`config.mk`:
```
export PLATFORM = sky130hd
export DESIGN_NAME = buckboost_enable_config_regs
export DESIGN_NICKNAME = d
export VERILOG_FILES = /design/src/include/bb_regs_pkg.sv /design/src/bb_ramp_stepper.sv /design/src/buckboost_enable_config_regs.sv
export VERILOG_INCLUDE_DIRS = /design/src /design/src/include
export SDC_FILE = /design/constraint.sdc
export NUM_CORES = 1
export LEC_CHECK = 0
export BUFFER_PORTS_ARGS = -buffer_cell sky130_fd_sc_hd__buf_2
export CAP_MARGIN = 25
export CORE_MARGIN = 8
export CORE_UTILIZATION = 40
export CTS_CLUSTER_SIZE = 28
export DETAILED_ROUTE_END_ITERATION = 10
export PLACE_DENSITY = 0.7
export SLEW_MARGIN = 20
export SYNTH_ARGS = -nofsm -noshare
export SYNTH_HDL_FRONTEND = slang
export SYNTH_SLANG_ARGS = --single-unit
export TNS_END_PERCENT = 100
```
`constraint.sdc`:
```
create_clock -name clk -period 3.6 [get_ports clk]
set_clock_uncertainty 0.05 [all_clocks]
set_input_delay 0.54 -clock clk [delete_from_list [all_inputs] [get_ports clk]]
set_output_delay 0.54 -clock clk [all_outputs]
set_load 0.005 [all_outputs]
```
`src/include/bb_regs_defs.svh`:
```
// offsets, field positions, reset values and timing counts of the buck-boost control block
// assumes a 25 MHz core clock and byte-wide register access from the serial host port engine
`ifndef BB_REGS_DEFS_SVH
`define BB_REGS_DEFS_SVH

`define BB_ADDR_BUCK3_READBACK 8'h3f
`define BB_ADDR_ENABLE 8'h40
`define BB_ADDR_CONFIG 8'h41

`define BB_ENABLE_RESET 8'h00
`define BB_CONFIG_RESET 8'h00
`define BB_ENABLE_WMASK 8'h03
`define BB_CONFIG_WMASK 8'h9f
`define BB_READBACK_MASK 8'h3f

`define BB_SEQ_MSB 7
`define BB_SEQ_LSB 5
`define BB_SWEN_MSB 1
`define BB_SWEN_LSB 0

`define BB_SEQ_DISABLED 3'h0
`define BB_SEQ_AT_0 3'h2
`define BB_SEQ_AT_25 3'h3
`define BB_SEQ_AT_50 3'h4
`define BB_SEQ_SOFTWARE 3'h7

`define BB_SWEN_OFF 2'h0
`define BB_SWEN_ON 2'h1
`define BB_SWEN_PIN 2'h2

`define BB_CLK_PERIOD_NS 40
`define BB_RAMP_STEP_NS 20000
`define BB_RAMP_STEP_CYCLES ((`BB_RAMP_STEP_NS) / (`BB_CLK_PERIOD_NS))

`endif

```
`src/include/bb_regs_pkg.sv`:
```
// types shared by the buck-boost control block
// assumes the host port engine presents one byte access per strobe
package bb_regs_pkg;

    typedef struct packed {
        logic wr;
        logic rd;
        logic [7:0] addr;
        logic [7:0] wdata;
    } reg_req_t;

    typedef struct packed {
        logic table_bypass;
        logic [1:0] unused;
        logic slow_edges;
        logic active_sel;
        logic ramp_en;
        logic topology;
        logic passive_sel;
    } bb_cfg_t;

endpackage

```
`src/bb_ramp_stepper.sv`:
```
// applied voltage code follower with optional upward ramp
// assumes the target code is synchronous to clk
`include "bb_regs_defs.svh"

module bb_ramp_stepper #(
    parameter int STEP_CYCLES = `BB_RAMP_STEP_CYCLES
) (
    input wire logic clk,
    input wire logic rst_n,
    input wire logic ramp_en,
    input wire logic [5:0] target,
    output logic [5:0] applied
);

    generate
        if (STEP_CYCLES < 2 || STEP_CYCLES > 65535) begin : g_bad
            $error("bb_ramp_stepper: STEP_CYCLES out of range");
        end
    endgenerate

    localparam logic [15:0] LAST = 16'(STEP_CYCLES - 1);

    logic [15:0] count;
    logic [15:0] next_count;
    logic [5:0] next_applied;

    always_comb begin
        next_count = count;
        next_applied = applied;
        if (ramp_en && target > applied) begin
            // one code per step interval, counted from the first pending rise
            if (count == LAST) begin
                next_count = 16'h0000;
                next_applied = applied + 6'h01;
            end else begin
                next_count = count + 16'h0001;
            end
        end else begin
            next_count = 16'h0000;
            next_applied = target;
        end
    end

    always_ff @(posedge clk) begin
        if (!rst_n) begin
            count <= 16'h0000;
            applied <= 6'h00;
        end else begin
            count <= next_count;
            applied <= next_applied;
        end
    end
endmodule // bb_ramp_stepper

```
`src/buckboost_enable_config_regs.sv`:
```
// buck-boost enable and configuration registers with buck three voltage readback
// assumes a host port engine issuing byte reads and writes synchronous to clk,
// and a boot sequencer giving level milestones that stay high once reached
`include "bb_regs_defs.svh"

////////////////////////////////////////////////////////////////////////////////
// Contract
// buck three voltage code readable, six bits
// boot sequence code read only, bits 7:5
// codes 010/011/100 enable at 0/25/50 percent
// code 111 hands enable to software after boot
// software enable ignored unless sequence code 111
// software code off, on, pin, reserved
// table bypass bit selects programmed peak current
// slow edges bit slows switch node edges
// active discharge on hard reset, optionally enable low; code skips the enable-low case while software code is off under sequence code 111
// ramp steps up every 20 us, else jumps
// passive discharge on hard reset, optionally enable low
// unassigned bits read zero, writes ignored
module buckboost_enable_config_regs #(
    parameter int RAMP_STEP_CYCLES = `BB_RAMP_STEP_CYCLES
) (
    input wire logic clk,
    input wire logic rst_n,
    input wire bb_regs_pkg::reg_req_t reg_req,
    output logic [7:0] rdata,
    output logic rvalid,
    input wire logic [2:0] boot_seq_strap,
    input wire logic boot_started,
    input wire logic boot_quarter,
    input wire logic boot_half,
    input wire logic boot_complete,
    input wire logic multipurpose_control_pin,
    input wire logic hard_reset,
    input wire logic shutdown_mode,
    input wire logic [5:0] buck_three_voltage_readback,
    input wire logic [5:0] target_vset,
    output logic bb_enable,
    output logic bb_active_discharge,
    output logic bb_passive_discharge,
    output logic bb_slow_edges,
    output logic bb_current_table_bypass,
    output logic bb_topology_select,
    output logic [5:0] bb_applied_vset
);

    ////////////////////////////////////////////////////////////////////////////
    // register state

    logic [2:0] bb_boot_sequence_code;
    logic seq_loaded;
    logic [1:0] bb_software_enable;
    bb_regs_pkg::bb_cfg_t bb_config_reg;
    logic [2:0] next_seq;
    logic next_seq_loaded;
    logic [1:0] next_swen;
    bb_regs_pkg::bb_cfg_t next_cfg;
    logic [7:0] next_rdata;
    logic next_rvalid;

    always_comb begin
        next_seq = bb_boot_sequence_code;
        next_seq_loaded = 1'b1;
        next_swen = bb_software_enable;
        next_cfg = bb_config_reg;
        next_rdata = rdata;
        next_rvalid = reg_req.rd;
        // strap is caught once after reset release; software cannot write it
        if (!seq_loaded) begin
            next_seq = boot_seq_strap;
        end
        if (reg_req.wr && reg_req.addr == `BB_ADDR_ENABLE) begin
            next_swen = reg_req.wdata[`BB_SWEN_MSB:`BB_SWEN_LSB];
        end
        if (reg_req.wr && reg_req.addr == `BB_ADDR_CONFIG) begin
            next_cfg = bb_regs_pkg::bb_cfg_t'(reg_req.wdata & `BB_CONFIG_WMASK);
        end
        if (reg_req.rd) begin
            case (reg_req.addr)
                `BB_ADDR_BUCK3_READBACK: next_rdata = {2'h0, buck_three_voltage_readback};
                `BB_ADDR_ENABLE: next_rdata = {bb_boot_sequence_code, 3'h0, bb_software_enable};
                `BB_ADDR_CONFIG: next_rdata = bb_config_reg & `BB_CONFIG_WMASK;
                default: next_rdata = 8'h00;
            endcase
        end
    end

    always_ff @(posedge clk) begin
        if (!rst_n) begin
            bb_boot_sequence_code <= `BB_SEQ_DISABLED;
            seq_loaded <= 1'b0;
            bb_software_enable <= 2'(`BB_ENABLE_RESET);
            bb_config_reg <= `BB_CONFIG_RESET;
            rdata <= 8'h00;
            rvalid <= 1'b0;
        end else begin
            bb_boot_sequence_code <= next_seq;
            seq_loaded <= next_seq_loaded;
            bb_software_enable <= next_swen;
            bb_config_reg <= next_cfg;
            rdata <= next_rdata;
            rvalid <= next_rvalid;
        end
    end

    ////////////////////////////////////////////////////////////////////////////
    // enable and discharge control

    logic sw_off;
    logic next_enable;
    logic next_active;
    logic next_passive;

    always_comb begin
        next_enable = 1'b0;
        sw_off = 1'b0;
        if (seq_loaded) begin
            case (bb_boot_sequence_code)
                `BB_SEQ_AT_0: next_enable = boot_started;
                `BB_SEQ_AT_25: next_enable = boot_quarter;
                `BB_SEQ_AT_50: next_enable = boot_half;
                `BB_SEQ_SOFTWARE: begin
                    // software field matters only here; elsewhere it is inert
                    if (boot_complete) begin
                        case (bb_software_enable)
                            `BB_SWEN_ON: next_enable = 1'b1;
                            `BB_SWEN_PIN: next_enable = multipurpose_control_pin;
                            default: next_enable = 1'b0;
                        endcase
                    end
                    sw_off = bb_software_enable == `BB_SWEN_OFF;
                end
                default: next_enable = 1'b0;
            endcase
        end
        // hard reset forces both discharges, shutdown the active one; enable low adds them when selected, the active one unless code 111 has software off
        next_active = hard_reset || shutdown_mode
            || (bb_config_reg.active_sel && !next_enable && !sw_off);
        next_passive = hard_reset || (bb_config_reg.passive_sel && !next_enable);
    end

    always_ff @(posedge clk) begin
        if (!rst_n) begin
            bb_enable <= 1'b0;
            bb_active_discharge <= 1'b0;
            bb_passive_discharge <= 1'b0;
            bb_slow_edges <= 1'b0;
            bb_current_table_bypass <= 1'b0;
            bb_topology_select <= 1'b0;
        end else begin
            bb_enable <= next_enable;
            bb_active_discharge <= next_active;
            bb_passive_discharge <= next_passive;
            bb_slow_edges <= bb_config_reg.slow_edges;
            bb_current_table_bypass <= bb_config_reg.table_bypass;
            bb_topology_select <= bb_config_reg.topology;
        end
    end

    ////////////////////////////////////////////////////////////////////////////
    // voltage ramp

    bb_ramp_stepper #(
        .STEP_CYCLES(RAMP_STEP_CYCLES)
    ) u_ramp (
        .clk(clk),
        .rst_n(rst_n),
        .ramp_en(bb_config_reg.ramp_en),
        .target(target_vset),
        .applied(bb_applied_vset)
    );
endmodule // buckboost_enable_config_regs

```
==> run metrics <==
Fmax a little under 500 MHz; Resize count post-CTS 0; first-pass GRT wire length ~9.0 mm; average vias per placed instance ~5; Final TNS setup 0 ns; met1 Use GR between 15 and 20%; pwr dens a little under 400 nW/um^2; Synth Register Bits 49; Arr. time, crit path about 2.2 ns; final period utilization between 50% and 60%; initial antenna violation count 0; kind of end point of the critical path flop; YS warnings 0; FILL cells 549; M2 GR Usage around a fifth; worst hold path type reg2reg; Peak VDD IR 0.220 mV; Synth Cell Area 2300 um^2; status complete, no violations; Initial Util 41.6%; final setup vio count 0; number of remaining DRC errors 0; P&R area growth vs syn 21.2%; Leakage roughly 0.0011 uW; Detailed Route Iter0 Violations 73; Routed wire per std cell 14.1 um; Startpoint Class flop; pin count of the biggest net entering global routing 20; worst skew pair latency ~0.30 ns; FP Rows 27; CTS root buf clkbuf_8; DP Cell Count 380; HPWL after DPL roughly 4.2 mm; die height just over 90 um; Total Routing Usage GR roughly 13%; vias in the first global route 1948; I/O pin count 63; fin cells about 390; Mapped Nets ~310; max_cap viols 0; Sink Count 49; Final ANT Viol Nets 0; share of cells above drive strength 1 about a quarter; H-Tree Depth 2; endpoints failing hold 0; min Tclk post-route between 2 and 2.5 ns; Routed Wire Length 5.47 mm; CTS tree done; Syn Area/Cell a little over 9 um^2; switch share a little over a fifth; worst slew pin tran 0.776 ns; Worst slew margin between 40% and 50%; worst-path fanout max 12; GR Util met3 about 3.5%; max-slew violation count 0; register area share after synthesis 42.6%; max reg flops 16; GR peak layer met2; combinational power share 6.9%; CTS buffer count 5; Largest regs u_ramp.count: 16 flops, rdata: 8 flops; RePlAce Congestion around 0.86; area share of the largest cell type after synthesis 42.6%; Int Pwr around 860 uW; die area around 8400 um^2; final hold slack just over 0.4 ns; GRT overflow 0; Post-synth ARST share 0%; critical path class reg2reg; Post-synth EDFFs 0; WP data required between 3 and 4 ns; Vias 1957; CTS clock-pin slew for the worst setup and hold paths about 0.090 ns; RSZ-0062 raised after global routing false; Synth cell types 45; Top reg by flops u_ramp.count; first-pass detailed-route iteration total 4; P_sw around 230 uW; post-CTS setup buffer count 0; share of power burned in registers roughly half; CTS Buffer Depth 2; Port Buf Inserts 60; clock power share 42.0%; Die X about 92 um; Most used DFF post-synth dfxtp_1; NumNets Final 368; Mapped Cells around 250; dominant cells by area after synthesis dfxtp_1, ha_1, nor2_1, xor2_1, nand2_1; Core Area between 5000 and 6000 um^2; dominant cell type by area after synthesis dfxtp_1; ant diodes 0; Hold-fix buffers, CTS 0
layer usage:
| metal | part of all wire (%) | vias to the layer above |
|---|---|---|
| li1 | - | 1017 |
| met3 | 4.5 | 5 |
| met4 | 1.3 | 0 |
| met1 | 47 | 895 |
| met2 | 47 | 40 |
| met5 | 0 | - |
placed cells by master, fill, tap and decap left out, types with 4 or more instances in the layout:
master and n:
xnor2_1 8, buf_2 60, and2_1 4, a22oi_1 6, ha_1 11, clkbuf_8 5, nand2_1 22, dfxtp_1 49
nor2_1 33, nand4_1 6, mux2i_1 6, inv_1 11, o21ai_0 11, xor2_1 10, nand3_1 16, a21oi_1 14
power groups by stage:
stage	logic [uW]	clock network [uW]	registers, uW
floorplan	39.1	0	570
global placement	74.9	0	572
detailed placement	76.5	0	572
CTS	76.9	469	560
global route	84.9	493	562
finish	76.0	460	560
final timing paths:
path / start / endpoint / slack [ns] / depth (start not counted)
worst max-delay path: u_ramp.applied[3]$_SDFFE_PN0P_ / u_ramp.applied[1]$_SDFFE_PN0P_ / 1.56 / 8
worst min-delay path: rdata[3]$_SDFFE_PN0P_ / rdata[3]$_SDFFE_PN0P_ / 0.41 / 2
worst max register to register: u_ramp.applied[3]$_SDFFE_PN0P_ / u_ramp.applied[1]$_SDFFE_PN0P_ / 1.56 / 8
worst min register to register: rdata[3]$_SDFFE_PN0P_ / rdata[3]$_SDFFE_PN0P_ / 0.41 / 2
cell usage after synthesis, types with 3 or more instances:
| cell type | number |
|---|---|
| a21oi_1 | 14 |
| a22oi_1 | 6 |
| and2_1 | 4 |
| clkbuf_1 | 3 |
| dfxtp_1 | 49 |
| ha_1 | 11 |
| inv_1 | 11 |
| mux2i_1 | 6 |
| nand2_1 | 22 |
| nand3_1 | 16 |
| nand4_1 | 6 |
| nor2_1 | 33 |
| o21ai_0 | 11 |
| o21ai_1 | 3 |
| or3_1 | 3 |
| xnor2_1 | 8 |
| xor2_1 | 10 |
layout make-up:
| type | count | area, um^2 | share of cell area (%) |
|---|---|---|---|
| clock buffers | 5 | 68.8 | 2.46 |
| multi-input cells | 186 | 1230 | 44.2 |
| well taps | 72 | 90.1 | 3.23 |
| repair buffers | 61 | 308 | 11.0 |
| flip-flops and latches | 49 | 981 | 35.1 |
| clock inverters | 3 | 65.1 | 2.33 |
| inverters | 12 | 45.0 | 1.61 |
kinds of logic after synthesis:
| group | count (synthesis) | synth area share (%) |
|---|---|---|
| simple gates | 104 | 25.6 |
| flops | 49 | 42.6 |
| compound gates | 46 | 12.1 |
| buf+inv | 19 | 3.85 |
| xor+xnor | 18 | 6.84 |
| fa+ha+maj | 11 | 5.97 |
| mux | 7 | 3.09 |
worst max-delay path: stages (launching register included):
cell      delay [ns]
dfxtp_1         0.42
inv_1           0.11
ha_1            0.30
nand4_1         0.11
o21bai_1        0.17
a31oi_1         0.28
buf_4           0.24
nor2_1          0.06
a211oi_1        0.20
stage by stage:
step / util [%] / setup slack [ns] / area [um^2] / total power [uW]
after CTS: 50.4 / 1.55 / 2790 / 1110
after global placement: 48.0 / 1.33 / 2660 / 647
final: 50.4 / 1.56 / 2790 / 1100
after global routing: 50.4 / 1.37 / 2790 / 1140
after floorplan: - / 1.67 / 2300 / 609
after detailed placement: 48.0 / 1.32 / 2660 / 649
(Power assumes the default switching activity.)
